`src/hw/vm_exit_pkg.sv`:
```
// Constants, register map and enumerations for the exit event information recorder.
package vm_exit_pkg;

    ////////////////////////////////////////////////////////////////////////////
    // Register byte offsets on the APB slave.
    localparam logic [11:0] VEC_INFO_OFF   = 12'h000;
    localparam logic [11:0] VEC_ERR_OFF    = 12'h004;
    localparam logic [11:0] INSTR_LEN_OFF  = 12'h008;
    localparam logic [11:0] INSTR_INFO_OFF = 12'h00C;
    localparam logic [11:0] CAP_OFF        = 12'h010;
    localparam logic [11:0] CTRL_OFF       = 12'h014;
    localparam logic [11:0] STATUS_OFF     = 12'h018;

    ////////////////////////////////////////////////////////////////////////////
    // Field positions.
    localparam int VEC_LO      = 0;
    localparam int VEC_HI      = 7;
    localparam int TYPE_LO     = 8;
    localparam int TYPE_HI     = 10;
    localparam int ERRV_BIT    = 11;
    localparam int UNDEF_BIT   = 12;
    localparam int ZERO_LO     = 13;
    localparam int ZERO_HI     = 30;
    localparam int VALID_BIT   = 31;
    localparam int EXT_BIT     = 0;
    localparam int ADDR_LO     = 7;
    localparam int ADDR_HI     = 9;
    localparam int SEG_LO      = 15;
    localparam int SEG_HI      = 17;
    localparam int LEN_W       = 4;
    localparam int CAP_PS_BIT  = 0;
    localparam int CTRL_VME    = 0;
    localparam int CTRL_TPRSH  = 1;
    localparam int CTRL_X2V    = 2;
    localparam int ST_DURING   = 0;
    localparam int ST_LEN      = 1;
    localparam int ST_INFO     = 2;
    localparam int ST_CNT_LO   = 16;
    localparam int ST_CNT_HI   = 31;

    ////////////////////////////////////////////////////////////////////////////
    // Reset values and encodings.
    localparam logic [31:0] REG_RESET      = 32'h0000_0000;
    localparam logic [2:0]  CTRL_RESET     = 3'h0;
    localparam logic [2:0]  TYPE_EXT_INTR  = 3'h0;
    localparam logic [2:0]  TYPE_NMI       = 3'h2;
    localparam logic [2:0]  TYPE_HW_EXC    = 3'h3;
    localparam logic [2:0]  TYPE_SW_INTR   = 3'h4;
    localparam logic [2:0]  TYPE_PRIV_SW   = 3'h5;
    localparam logic [2:0]  TYPE_SW_EXC    = 3'h6;
    localparam logic [7:0]  NMI_VECTOR     = 8'h02;
    localparam logic [7:0]  EXC_VEC_MASK   = 8'h1F;
    localparam logic [7:0]  BP_VECTOR      = 8'h03;
    localparam logic [7:0]  OF_VECTOR      = 8'h04;

    typedef enum logic [3:0] {
        CAUSE_BITMAP_FAULT,
        CAUSE_TASK_SWITCH,
        CAUSE_LIC_LINEAR,
        CAUSE_LIC_PHYSICAL,
        CAUSE_SLT_VIOLATION,
        CAUSE_SLT_MISCONFIG,
        CAUSE_INSTR,
        CAUSE_SW_EXCEPTION,
        CAUSE_DIRECT_EVENT,
        CAUSE_DOUBLE_FAULT,
        CAUSE_HANDLER_FETCH,
        CAUSE_TRIPLE_FAULT
    } exit_cause_t;

    typedef enum logic [2:0] {
        KIND_EXT_INTR,
        KIND_NMI,
        KIND_EXCEPTION,
        KIND_SW_INTR,
        KIND_PRIV_SW_INTR
    } ev_kind_t;

    typedef enum logic [1:0] {
        TS_CALL,
        TS_INTERRUPT_RETURN,
        TS_JMP,
        TS_GATE
    } ts_src_t;

endpackage : vm_exit_pkg

```
`src/hw/event_type_classifier.sv`:
```
// Combinational classification of the event being delivered into type, vector and error-code flag.
`timescale 1ns/1ps
module event_type_classifier (
    input  wire vm_exit_pkg::ev_kind_t ev_kind,
    input  wire logic [7:0]            ev_vector,
    input  wire logic                  ev_sw_instr,
    input  wire logic                  ev_has_error_code,
    input  wire logic                  ev_injected,
    output logic [2:0]                 ev_type,
    output logic [7:0]                 ev_vec_field,
    output logic                       ev_err_valid,
    output logic                       ev_is_soft
);

    always_comb begin
        ev_type      = vm_exit_pkg::TYPE_EXT_INTR;
        ev_vec_field = ev_vector;
        ev_err_valid = 1'b0;
        case (ev_kind)
            vm_exit_pkg::KIND_NMI: begin
                ev_type      = vm_exit_pkg::TYPE_NMI;
                ev_vec_field = vm_exit_pkg::NMI_VECTOR;
            end
            vm_exit_pkg::KIND_EXCEPTION: begin
                ev_vec_field = ev_vector & vm_exit_pkg::EXC_VEC_MASK;
                if (ev_sw_instr && (ev_vector == vm_exit_pkg::BP_VECTOR || ev_vector == vm_exit_pkg::OF_VECTOR)) begin
                    ev_type = vm_exit_pkg::TYPE_SW_EXC;
                end else begin
                    ev_type = vm_exit_pkg::TYPE_HW_EXC;
                    ev_err_valid = ev_has_error_code;
                end
            end
            vm_exit_pkg::KIND_SW_INTR: begin
                ev_type = vm_exit_pkg::TYPE_SW_INTR;
            end
            vm_exit_pkg::KIND_PRIV_SW_INTR: begin
                ev_type = ev_injected ? vm_exit_pkg::TYPE_PRIV_SW : vm_exit_pkg::TYPE_SW_INTR;
            end
            default: begin
                ev_type = vm_exit_pkg::TYPE_EXT_INTR;
            end
        endcase
        ev_is_soft = (ev_type == vm_exit_pkg::TYPE_SW_INTR) || (ev_type == vm_exit_pkg::TYPE_PRIV_SW)
                   || (ev_type == vm_exit_pkg::TYPE_SW_EXC);
    end

endmodule : event_type_classifier

```
`src/hw/vm_exit_event_info_recorder.sv`:
```
// Exit event information recorder: computes the fields on each guest exit and serves them over APB.
//
// Notes on behaviour
// - Bitmap-caused fault during table delivery counts as an exit during delivery.
// - Task-gate delivery exits count only once initial task-switch checks have passed.
// - Controller page access and translation faults during delivery count as during delivery.
// - Software interrupts via real-mode table count when v86 flag and extensions set.
// - Events injected at guest entry use the delivery fields like guest events.
// - Direct causes, double fault, handler fetch and triple fault are never during delivery.
// - Bits 7:0 hold exception vector up to 31, 2 for NMI, or interrupt number.
// - Bits 10:8 hold the event type code of the event being delivered.
// - Breakpoint and overflow traps are software exceptions; all others hardware.
// - Privileged software interrupt type appears only for events injected at entry.
// - Bit 11 set for hardware exceptions pushing an error code; code recorded.
// - Valid field: bit 12 undefined, bits 30:13 zero, bit 31 one.
// - Exits not during delivery clear bit 31 of the vectoring field.
// - Error code field holds the code with external-origin flag when valid.
// - Length recorded for fault-like intercepts, not for shadowed trap-like writes.
// - Length recorded for software exception exits and bitmap or linear controller faults during soft delivery.
// - Length recorded for instruction task switches once initial checks pass, and for gates during soft delivery.
// - Recorded length is the byte length of the instruction, 1 to 15.
// - Injected original events copy the entry instruction length instead.
// - Length undefined for every other exit, including physical controller accesses.
// - Instruction information filled for the listed instructions by their layout.
// - Port-string exits put the address size code in bits 9:7.
// - Port-string output exits put the segment code in bits 17:15.
// - Capability register reports support for the port-string information layout.
//
// The register offsets and the APB slave port are this design's own decisions.
`timescale 1ns/1ps
module vm_exit_event_info_recorder #(
    parameter logic PORT_STRING_LAYOUT = 1'b1
) (
    input  wire logic                     pclk,
    input  wire logic                     presetn,
    input  wire logic                     psel,
    input  wire logic                     penable,
    input  wire logic                     pwrite,
    input  wire logic [11:0]              paddr,
    input  wire logic [31:0]              pwdata,
    input  wire logic [3:0]               pstrb,
    output logic [31:0]                   prdata_q,
    output logic                          pready_q,
    output logic                          pslverr_q,
    input  wire logic                     exit_strobe,
    input  wire vm_exit_pkg::exit_cause_t exit_cause,
    input  wire logic                     delivery_active,
    input  wire logic                     delivery_via_idt,
    input  wire logic                     delivery_via_rm_table,
    input  wire logic                     v86_mode_flag,
    input  wire logic                     task_checks_passed,
    input  wire vm_exit_pkg::ts_src_t     task_switch_source,
    input  wire vm_exit_pkg::ev_kind_t    ev_kind,
    input  wire logic [7:0]               ev_vector,
    input  wire logic                     ev_sw_instr,
    input  wire logic                     ev_has_error_code,
    input  wire logic [31:0]              ev_error_code,
    input  wire logic                     external_origin_flag,
    input  wire logic                     ev_injected,
    input  wire logic [3:0]               entry_instr_length,
    input  wire logic [3:0]               instr_length,
    input  wire logic                     instr_trap_like,
    input  wire logic                     instr_task_priority_write,
    input  wire logic                     instr_model_register_write,
    input  wire logic                     instr_port_string,
    input  wire logic                     instr_port_string_output,
    input  wire logic [1:0]               instr_addr_size,
    input  wire logic [2:0]               instr_segment,
    output logic                          exit_recorded_q,
    output logic                          vectoring_valid_q
);

    ////////////////////////////////////////////////////////////////////////////
    // Event classification.
    logic [2:0] ev_type;
    logic [7:0] ev_vec_field;
    logic       ev_err_valid;
    logic       ev_is_soft;

    event_type_classifier u_classifier (
        .ev_kind           (ev_kind),
        .ev_vector         (ev_vector),
        .ev_sw_instr       (ev_sw_instr),
        .ev_has_error_code (ev_has_error_code),
        .ev_injected       (ev_injected),
        .ev_type           (ev_type),
        .ev_vec_field      (ev_vec_field),
        .ev_err_valid      (ev_err_valid),
        .ev_is_soft        (ev_is_soft)
    );

    ////////////////////////////////////////////////////////////////////////////
    // Control state written by software.
    logic [2:0]  ctrl_q;
    logic        vme_en;
    logic        tpr_shadow_en;
    logic        x2apic_virt_en;

    assign vme_en         = ctrl_q[vm_exit_pkg::CTRL_VME];
    assign tpr_shadow_en  = ctrl_q[vm_exit_pkg::CTRL_TPRSH];
    assign x2apic_virt_en = ctrl_q[vm_exit_pkg::CTRL_X2V];

    ////////////////////////////////////////////////////////////////////////////
    // Exit classification.
    logic path_ok;
    logic during_d;
    logic len_valid_d;
    logic use_entry_len;
    logic info_valid_d;
    logic shadowed_trap;

    always_comb begin
        path_ok = delivery_via_idt
                || (delivery_via_rm_table && v86_mode_flag && vme_en && ev_kind == vm_exit_pkg::KIND_SW_INTR);
        during_d = 1'b0;
        if (delivery_active && path_ok) begin
            case (exit_cause)
                vm_exit_pkg::CAUSE_BITMAP_FAULT: begin
                    during_d = 1'b1;
                end
                vm_exit_pkg::CAUSE_TASK_SWITCH: begin
                    during_d = task_checks_passed && task_switch_source == vm_exit_pkg::TS_GATE;
                end
                vm_exit_pkg::CAUSE_LIC_LINEAR, vm_exit_pkg::CAUSE_LIC_PHYSICAL,
                vm_exit_pkg::CAUSE_SLT_VIOLATION, vm_exit_pkg::CAUSE_SLT_MISCONFIG: begin
                    during_d = 1'b1;
                end
                default: begin
                    during_d = 1'b0;
                end
            endcase
        end
    end

    always_comb begin
        shadowed_trap = instr_trap_like
                     && ((instr_task_priority_write && tpr_shadow_en) || (instr_model_register_write && x2apic_virt_en));
        len_valid_d   = 1'b0;
        use_entry_len = 1'b0;
        case (exit_cause)
            vm_exit_pkg::CAUSE_INSTR: begin
                len_valid_d = !instr_trap_like && !shadowed_trap;
            end
            vm_exit_pkg::CAUSE_SW_EXCEPTION: begin
                len_valid_d = 1'b1;
            end
            vm_exit_pkg::CAUSE_BITMAP_FAULT, vm_exit_pkg::CAUSE_LIC_LINEAR: begin
                len_valid_d   = during_d && ev_is_soft;
                use_entry_len = ev_injected;
            end
            vm_exit_pkg::CAUSE_TASK_SWITCH: begin
                if (task_switch_source == vm_exit_pkg::TS_GATE) begin
                    len_valid_d   = during_d && ev_is_soft;
                    use_entry_len = ev_injected;
                end else begin
                    len_valid_d = task_checks_passed;
                end
            end
            default: begin
                len_valid_d = 1'b0;
            end
        endcase
        info_valid_d = exit_cause == vm_exit_pkg::CAUSE_INSTR && instr_port_string && PORT_STRING_LAYOUT;
    end

    ////////////////////////////////////////////////////////////////////////////
    // Field assembly.
    logic [31:0] vec_info_d;
    logic [31:0] vec_err_d;
    logic [31:0] instr_info_d;
    logic [3:0]  len_d;

    always_comb begin
        vec_info_d   = vm_exit_pkg::REG_RESET;
        vec_err_d    = vm_exit_pkg::REG_RESET;
        instr_info_d = vm_exit_pkg::REG_RESET;
        len_d        = 4'h0;
        if (during_d) begin
            vec_info_d[vm_exit_pkg::VEC_HI:vm_exit_pkg::VEC_LO] = ev_vec_field;
            vec_info_d[vm_exit_pkg::TYPE_HI:vm_exit_pkg::TYPE_LO] = ev_type;
            vec_info_d[vm_exit_pkg::ERRV_BIT] = ev_err_valid;
            vec_info_d[vm_exit_pkg::VALID_BIT] = 1'b1;
            if (ev_err_valid) begin
                vec_err_d                       = ev_error_code;
                vec_err_d[vm_exit_pkg::EXT_BIT] = external_origin_flag;
            end
        end
        vec_info_d[vm_exit_pkg::UNDEF_BIT] = 1'b0;
        vec_info_d[vm_exit_pkg::ZERO_HI:vm_exit_pkg::ZERO_LO] = 18'h0;
        if (len_valid_d) begin
            len_d = use_entry_len ? entry_instr_length : instr_length;
        end
        if (info_valid_d) begin
            instr_info_d[vm_exit_pkg::ADDR_HI:vm_exit_pkg::ADDR_LO] = {1'b0, instr_addr_size};
            if (instr_port_string_output) begin
                instr_info_d[vm_exit_pkg::SEG_HI:vm_exit_pkg::SEG_LO] = instr_segment;
            end
        end
    end

    ////////////////////////////////////////////////////////////////////////////
    // Recorded fields, captured on the exit strobe.
    logic [31:0] vec_info_q;
    logic [31:0] vec_err_q;
    logic [31:0] instr_info_q;
    logic [3:0]  len_q;
    logic [2:0]  status_flags_q;
    logic [15:0] exit_count_q;

    always_ff @(posedge pclk or negedge presetn) begin
        if (!presetn) begin
            vec_info_q     <= vm_exit_pkg::REG_RESET;
            vec_err_q      <= vm_exit_pkg::REG_RESET;
            instr_info_q   <= vm_exit_pkg::REG_RESET;
            len_q          <= 4'h0;
            status_flags_q <= 3'h0;
        end else if (exit_strobe) begin
            vec_info_q     <= vec_info_d;
            vec_err_q      <= vec_err_d;
            instr_info_q   <= instr_info_d;
            len_q          <= len_d;
            status_flags_q <= {info_valid_d, len_valid_d, during_d};
        end
    end

    // The count wraps silently; software is expected to read it as a change indicator only.
    always_ff @(posedge pclk or negedge presetn) begin
        if (!presetn) begin
            exit_count_q <= 16'h0000;
        end else if (exit_strobe) begin
            exit_count_q <= exit_count_q + 16'h0001;
        end
    end

    always_ff @(posedge pclk or negedge presetn) begin
        if (!presetn) begin
            exit_recorded_q   <= 1'b0;
            vectoring_valid_q <= 1'b0;
        end else begin
            exit_recorded_q <= exit_strobe;
            if (exit_strobe) begin
                vectoring_valid_q <= during_d;
            end
        end
    end

    ////////////////////////////////////////////////////////////////////////////
    // APB slave with one wait state; writes land at the edge that samples pready high.
    logic        access;
    logic        write_now;
    logic [31:0] rd_data;
    logic        rd_err;
    logic [31:0] cap_word;
    logic [31:0] status_word;

    assign access    = psel && penable && !pready_q;
    assign write_now = psel && penable && pready_q && pwrite && !pslverr_q;

    always_comb begin
        cap_word = vm_exit_pkg::REG_RESET;
        cap_word[vm_exit_pkg::CAP_PS_BIT] = PORT_STRING_LAYOUT;
        status_word = vm_exit_pkg::REG_RESET;
        status_word[vm_exit_pkg::ST_INFO:vm_exit_pkg::ST_DURING] = status_flags_q;
        status_word[vm_exit_pkg::ST_CNT_HI:vm_exit_pkg::ST_CNT_LO] = exit_count_q;
        rd_err  = 1'b0;
        rd_data = vm_exit_pkg::REG_RESET;
        if (paddr == vm_exit_pkg::VEC_INFO_OFF) begin
            rd_data = vec_info_q;
        end else if (paddr == vm_exit_pkg::VEC_ERR_OFF) begin
            rd_data = vec_err_q;
        end else if (paddr == vm_exit_pkg::INSTR_LEN_OFF) begin
            rd_data = {28'h0, len_q};
        end else if (paddr == vm_exit_pkg::INSTR_INFO_OFF) begin
            rd_data = instr_info_q;
        end else if (paddr == vm_exit_pkg::CAP_OFF) begin
            rd_data = cap_word;
        end else if (paddr == vm_exit_pkg::CTRL_OFF) begin
            rd_data = {29'h0, ctrl_q};
        end else if (paddr == vm_exit_pkg::STATUS_OFF) begin
            rd_data = status_word;
        end else begin
            rd_err = 1'b1;
        end
    end

    always_ff @(posedge pclk or negedge presetn) begin
        if (!presetn) begin
            pready_q  <= 1'b0;
            pslverr_q <= 1'b0;
            prdata_q  <= vm_exit_pkg::REG_RESET;
        end else if (access) begin
            pready_q  <= 1'b1;
            pslverr_q <= rd_err;
            prdata_q  <= (pwrite || rd_err) ? vm_exit_pkg::REG_RESET : rd_data;
        end else begin
            pready_q  <= 1'b0;
            pslverr_q <= 1'b0;
            prdata_q  <= vm_exit_pkg::REG_RESET;
        end
    end

    // Only the control register is writable; writes elsewhere in the map are ignored without error.
    always_ff @(posedge pclk or negedge presetn) begin
        if (!presetn) begin
            ctrl_q <= vm_exit_pkg::CTRL_RESET;
        end else if (write_now && paddr == vm_exit_pkg::CTRL_OFF && pstrb[0]) begin
            ctrl_q <= pwdata[2:0];
        end
    end

endmodule : vm_exit_event_info_recorder

```
`config.mk`:
```
export PLATFORM = sky130hd
export DESIGN_NAME = vm_exit_event_info_recorder
export DESIGN_NICKNAME = d
export VERILOG_FILES = /design/src/hw/vm_exit_pkg.sv /design/src/hw/event_type_classifier.sv /design/src/hw/vm_exit_event_info_recorder.sv
export SDC_FILE = /design/constraint.sdc
export NUM_CORES = 1
export LEC_CHECK = 0
export BUFFER_PORTS_ARGS = -buffer_cell sky130_fd_sc_hd__buf_2
export CAP_MARGIN = 20
export CORE_MARGIN = 3
export CORE_UTILIZATION = 52
export CTS_CLUSTER_DIAMETER = 30
export DETAILED_ROUTE_END_ITERATION = 12
export PLACE_DENSITY = 0.81
export SYNTH_ARGS = -nofsm -noshare
export SYNTH_HDL_FRONTEND = slang
export SYNTH_SLANG_ARGS = --single-unit
```
`constraint.sdc`:
```
create_clock -name pclk -period 4.15 [get_ports pclk]
set_input_delay 0.83 -clock pclk [delete_from_list [all_inputs] [get_ports pclk]]
set_output_delay 0.83 -clock pclk [all_outputs]
set_load 0.01 [all_outputs]
```
# --- Yosys cells after proc, flatten, opt, wreduce, memory -nomap -nowiden ---
# Index checks and enable logic that the tools add are counted.
word_totals:
  out_inout_bits: 36
  word_cells: 108
  ff_bits: 113
op_classes:
  n_eq_ne: 23
  add_sub_neg: 1
  n_mux: 39
  n_reduce_logical: 33
ops:
  columns: ["operator", "count"]
  rows:
  - ["$mux 32", 11]
  - ["$eq 12x5->1 const B", 3]
  - ["$eq 12x4->1 const B", 2]
  - ["$logic_and 1x1->1", 19]
  - ["$add 16x1->16 const B", 1]
  - ["$eq 4x3->1 const B", 4]
  - ["$mux 1", 16]
  - ["$pmux 8 s2", 1]
  - ["$eq 12x3->1 const B", 1]
  - ["$eq 3x3->1 const B", 4]
  - ["$logic_not 12->1", 1]
  - ["$mux 12", 1]
  - ["$pmux 3 s4", 1]
  - ["$mux 3", 3]
  - ["$eq 4x2->1 const B", 2]
  - ["$eq 8x2->1 const B", 1]
  - ["$eq 8x3->1 const B", 1]
  - ["$mux 4", 2]
  - ["$eq 3x2->1 const B", 2]
  - ["$logic_or 1x1->1", 6]
  - ["$reduce_or 5->1", 1]
  - ["$eq 4x1->1 const B", 1]
  - ["$logic_not 1->1", 4]
  - ["$logic_not 4->1", 1]
  - ["6 further kinds", 7]

# --- Longest topological paths before layout ---
logic_depth:
  ltp_word: 12
  depth_mapped: 6
  mapped_depth_nobuf: 4

# --- By module ---
# A second synthesis with hierarchy kept.
hier_totals:
  hier_cells: 402
  area_unflattened_um2: 4739.5
modules_own_cells:
  columns: ["mod", "n_inst", "cells_each", "area_each_um2", "seq_area_each_um2"]
  rows:
  - ["vm_exit_event_info_recorder", 1, 378, 4539.4, 2752.6]
  - ["event_type_classifier", 1, 24, 200.2, 0.0]

# --- Worst setup path after synthesis ---
# Ideal clock, no wire load.
synth_path:
  kind: "input to register"
  from: "in paddr[8]"
  to: "reg prdata_q[28]"
  path_slack_ps: 1851
  path_stages: 5
  arrival_ps: 2221
  setup_ps: 77
  path_cell_list: "or4_4 nor4_4 buf_6 nand3_1 a21oi_1"
synth_via:
  elab_chain_len: 11
synth_rtl:
  columns: ["element", "line", "rtl"]
  rows:
  - ["start, declared", "vm_exit_event_info_recorder.sv:39", "input wire logic [11:0] paddr,"]
  - ["$eq 12x5->1", "vm_exit_event_info_recorder.sv:279", "end else if (paddr == vm_exit_pkg::STATUS_OFF) begin"]
  - ["$mux 1", "vm_exit_event_info_recorder.sv:279", null]
  - ["$mux 1", "vm_exit_event_info_recorder.sv:277", "end else if (paddr == vm_exit_pkg::CTRL_OFF) begin"]
  - ["$mux 1", "vm_exit_event_info_recorder.sv:275", "end else if (paddr == vm_exit_pkg::CAP_OFF) begin"]
  - ["$mux 1", "vm_exit_event_info_recorder.sv:273", "end else if (paddr == vm_exit_pkg::INSTR_INFO_OFF) begin"]
  - ["$mux 1", "vm_exit_event_info_recorder.sv:271", "end else if (paddr == vm_exit_pkg::INSTR_LEN_OFF) begin"]
  - ["$mux 1", "vm_exit_event_info_recorder.sv:269", "end else if (paddr == vm_exit_pkg::VEC_ERR_OFF) begin"]
  - ["$mux 1", "vm_exit_event_info_recorder.sv:267", "if (paddr == vm_exit_pkg::VEC_INFO_OFF) begin"]
  - ["$logic_or 1x1->1", "vm_exit_event_info_recorder.sv:294", "prdata_q <= (pwrite || rd_err) ? vm_exit_pkg::REG_RESET : rd_data;"]
  - ["$mux 32 *", "vm_exit_event_info_recorder.sv:294", null]
  - ["$mux 32 *", "vm_exit_event_info_recorder.sv:291", "end else if (access) begin"]
  - ["end signal, assigned", "vm_exit_event_info_recorder.sv:290", "prdata_q <= vm_exit_pkg::REG_RESET;"]
  - ["end signal, assigned", "vm_exit_event_info_recorder.sv:294", null]
  - ["end signal, assigned", "vm_exit_event_info_recorder.sv:298", "prdata_q <= vm_exit_pkg::REG_RESET;"]
  - ["end, declared", "vm_exit_event_info_recorder.sv:42", "output logic [31:0] prdata_q,"]
# Mark *: on every way between the ends. The rest lies on a longest branch, timed or not.
# A chain may end at the register's enable or synchronous reset.

# --- Final worst setup path ---
layout_path:
  from: "in paddr[8]"
  to: "reg prdata_q[30]"
# The elaborated chain is that of the path after synthesis.

==> summary.md <==
The latest clock arrival within the worst-skew pair is 0.37 ns, and the critical-path maximum fanout is 18. The run gives 0.852 as the routability congestion estimate from global placement. Entering global routing, the biggest net connects 87 pins. The tightest min-delay check is of the in -> async type.

The total internal power is 1500 uW. The number of vias per cell is 5.86. The global-route total usage across every layer was 0.239; the combinational fraction of design power was 0.118. The floorplan step defined a die boundary enclosing 0.0112 sq mm. The largest individual stage delay along the critical path comes from the cell sky130_fd_sc_hd__nor4_4. The number of antenna diodes in the final layout is 0. CTS sink count: 110.

The tools report the type of element launching the critical path as an input port. The run gives 0.00946 sq mm as the core area. The overall overflow remaining after global route was 0; the maximum clock frequency was 378 MHz.

The mux contribution to synthesized area was 0.0128. In the final routed layout, each cell accounts on average for 17.2 um. TritonCTS built the clock tree.

The shortest clock period the worst path allows after layout is 2.65 ns. The number of flip-flops and latches in the synthesized netlist is 110. The most critical setup path has its startpoint at paddr[8]. The clock group share of total power was 0.322; the delay of the slowest critical-path stage was 0.74 ns.

The tools report the fraction of the yosys area taken by sequential cells as 0.529. Among cell families on the critical path, the largest total delay comes from simple AND/OR/NAND/NOR gates. During synthesis, Yosys emitted a total of 0 warnings. Final hold analysis gives a worst-case slack of 0.279 ns. Cell type with the largest total area after synthesis: sky130_fd_sc_hd__dfrtp_1.

The required time at the worst-slack endpoint was 4.44 ns; the total negative setup slack was 0 ns. Netlist area before placement: 0.00520 sq mm. The most used flip-flop cell after synthesis is sky130_fd_sc_hd__dfrtp_1. The starting density of the core was 0.550. The reported net switching power was 557 uW.

After clock tree synthesis, the clock-pin slew on the worst setup and hold paths is 0.11 ns. After synthesis, the largest family of logic cells by area is simple AND/OR/NAND/NOR gates. Setup repair after global routing left no endpoint under its margin.

The die is 106 um wide. 166 I/O pins were placed. In this run the critical register-to-register path is captured at prdata_q[31]. The number of port buffers was 130.

Number of failing setup endpoints in the final timing report: 0. Ranked by total cell area, the synthesized netlist is headed by sky130_fd_sc_hd__dfrtp_1, sky130_fd_sc_hd__o2bb2ai_1, sky130_fd_sc_hd__nand3_1. The share of the synthesized area in the top cell type is 0.529. The worst register-to-register path begins at pready_q. The post-synthesis share of cell area spent on full adders, half adders and majority gates came out at 0.00241.

For the pin with the worst max-slew slack, the measured transition is 1.02 ns. The number of setup buffers added after CTS is 0. The signal on the critical path passes through buf_2, or4_4, nor4_4, buf_4, nand3_1, a21oi_1. For the number of antenna violations at the first check in global routing, the log shows 1. The max-slew violation total from the final report came out at 0.

The maximum number of buffers from clock root to sink was 2; the starting DRC count in detailed routing was 330. After the last flow step, the layout net total stands at 744. The wire length of the first global-routing pass was 21500 um; the post-layout total power was 2060 uW. Critical path capture point: prdata_q[30].

The run gives 0 as the max-capacitance violation count. Synthesis handed over a netlist of 495 instances. In this run the number of H-tree levels came out at 3. Across the routed clock network, the largest skew measured is 0.00732 ns. The hold violation total from the final report was 0. Yosys mapped the design onto 62 distinct sky130hd cell types. The number of vias in the routed layout is 4381, and the number of cells traversed by the worst register-to-register path is 4.

Switching share of power: 0.270. The tools report the leakage power as 0.00283 uW. The arrival time reported for the critical path endpoint came out at 2.94 ns. The area share of xor/xnor cells in the synthesized design was 0.0270; the height of the die was 106 um.

The share of synthesized cell area in and, or, nand and nor gates is 0.194, and the logic depth of the worst path, buffers included is 6. Growth of design area from synthesis to finish: 17.6%. Before antenna repair, the detailed router went through 4 iterations. The share of synthesized flip-flops with an asynchronous set or reset is 1.00.

The tree is rooted in a sky130_fd_sc_hd__clkbuf_8. STA classifies the critical path endpoint as a flip-flop. The portion of the clock cycle consumed by the worst path in the final layout was 0.638; the estimated wirelength of the detail-placed design was 9140 um. Summed over all layers, the routed wires come to 12900 um.

The end-of-flow core utilization came out at 0.647. By count the netlist is led by sky130_fd_sc_hd__dfrtp_1, sky130_fd_sc_hd__nand3_1, sky130_fd_sc_hd__nand2_1, sky130_fd_sc_hd__o2bb2ai_1, sky130_fd_sc_hd__a21oi_1. In the routed design, unresolved DRC markers number 0. The synthesized area per cell was 10.5 sq um; the number of gates given a new drive strength after cts was 0.

The compound-cell area share of the yosys netlist was 0.182; the fraction of layout cells with a size suffix above 1 was 0.277. After routing the design area is 0.00612 sq mm. The critical path in this run is classified as in -> reg. The run gives 0.319 as the worst slew margin relative to its limit. The via count of the first global-routing pass came out at 4332. Count of flip-flops with a built-in enable after synthesis: 0. The most used standard cell by instance count after synthesis is sky130_fd_sc_hd__dfrtp_1. The run gives 0.166 mV as the worst IR drop on VDD.

The number of nets in the synthesized netlist is 626, and the number of hold buffers added after CTS is 0. The run finished with clean final reports. In this run the remaining antenna-violating nets after routing total 0.

The power per cell area was 337 mW/mm^2; the part of the total power dissipated in sequential elements was 0.560. The tools report the placed cell area as 0.00588 sq mm. After floorplanning, the core was divided into 35 placement rows. The logs give 2.20 ns for the worst setup slack for register-to-register paths and 9 for the number of buffers created by CTS.

Total buffers and inverters traversed by the critical path: 2.
## state kept, by name, summed over array words and instances, names as in the netlist
register	flops
instr_info_q	5
status_flags_q	3
prdata_q	32
ctrl_q	3
pready_q	1
len_q	4
vec_info_q	12
vec_err_q	32
pslverr_q	1
exit_count_q	16
exit_recorded_q	1
## metal layers
layer | vias to the layer above | GRT usage | share of wire
met1 | 2135 | 0.343 | 0.46
met5 | - | 0 | 0.0010
met3 | 19 | 0.0425 | 0.063
li1 | 2064 | - | -
met4 | 2 | 0.0749 | 0.016
met2 | 161 | 0.370 | 0.46
## area by class of cell
cell class                      count  area [sq um]
Tap cell                          129           161
Fill cell                         798          3340
Multi-Input combinational cell    332          2180
Timing Repair Buffer              139           741
Inverter                           21          78.8
Clock buffer                        9           124
Clock inverter                      7          82.6
Sequential cell                   110          2750
## layout by cell type (no fill, tap or decap), drive strengths merged, types with 4 or more instances in the layout
cell type	Yosys	routed
mux2	5	5
a21oi	31	31
nor4	4	4
inv	21	23
nor3b	4	4
nand3	61	61
nor2	6	6
and4b	4	4
a22o	4	4
a211oi	7	7
o211ai	8	8
and4	4	4
xnor2	13	13
nand2	55	55
o221ai	4	4
nor2b	6	6
nand3b	8	8
o22ai	6	6
and3	5	5
o2bb2ai	36	36
dfrtp	110	110
nand4	5	5
a32o	5	5
o21ai	8	8
clkbuf	20	9
buf	11	139
## cells by family (layout without fill, tap and decap cells)
logic type               Yosys count  count (layout)
adder cells (fa/ha/maj)            1               1
buffers and inverters             53             176
XOR/XNOR                          16              16
AND/OR/NAND/NOR                  181             181
flip-flops                       110             110
AO/OA/AOI/OAI                    128             128
multiplexers                       6               6
## worst register-to-register path: stages (launching register included)
cell and delay, ns:
sky130_fd_sc_hd__dfrtp_1 0.41, sky130_fd_sc_hd__nand3b_1 0.21, sky130_fd_sc_hd__nor3_1 0.37, sky130_fd_sc_hd__nand2_1 0.41
sky130_fd_sc_hd__a211oi_1 0.43
## metrics by stage
step	cells	setup WS [ns]
6_report	747	1.50
3_3_place_gp	730	1.15
2_1_floorplan	495	1.85
4_1_cts	746	1.51
3_5_place_dp	730	1.11
5_1_grt	747	1.45
## power groups by stage
stage / sequential (uW) / combinational [uW] / clock [uW]
floorplan: 1160 / 132 / 0
detailed placement: 1170 / 240 / 0
global placement: 1170 / 230 / 0
CTS: 1150 / 241 / 675
finish: 1150 / 243 / 665
global route: 1160 / 270 / 723
## how the worst min path moves through the flow
stage,slack [ns],to,cells after the start,startpoint
after floorplan,0.45,exit_count_q[15],1,exit_count_q[15]
after global placement,0.46,vec_info_q[11],2,vec_info_q[11]
after detailed placement,0.47,exit_count_q[15],1,exit_count_q[15]
after CTS,0.49,exit_count_q[15],1,exit_count_q[15]
after global routing,0.28,prdata_q[9],1,presetn
final,0.28,prdata_q[2],1,presetn
(Power assumes the default switching activity.)
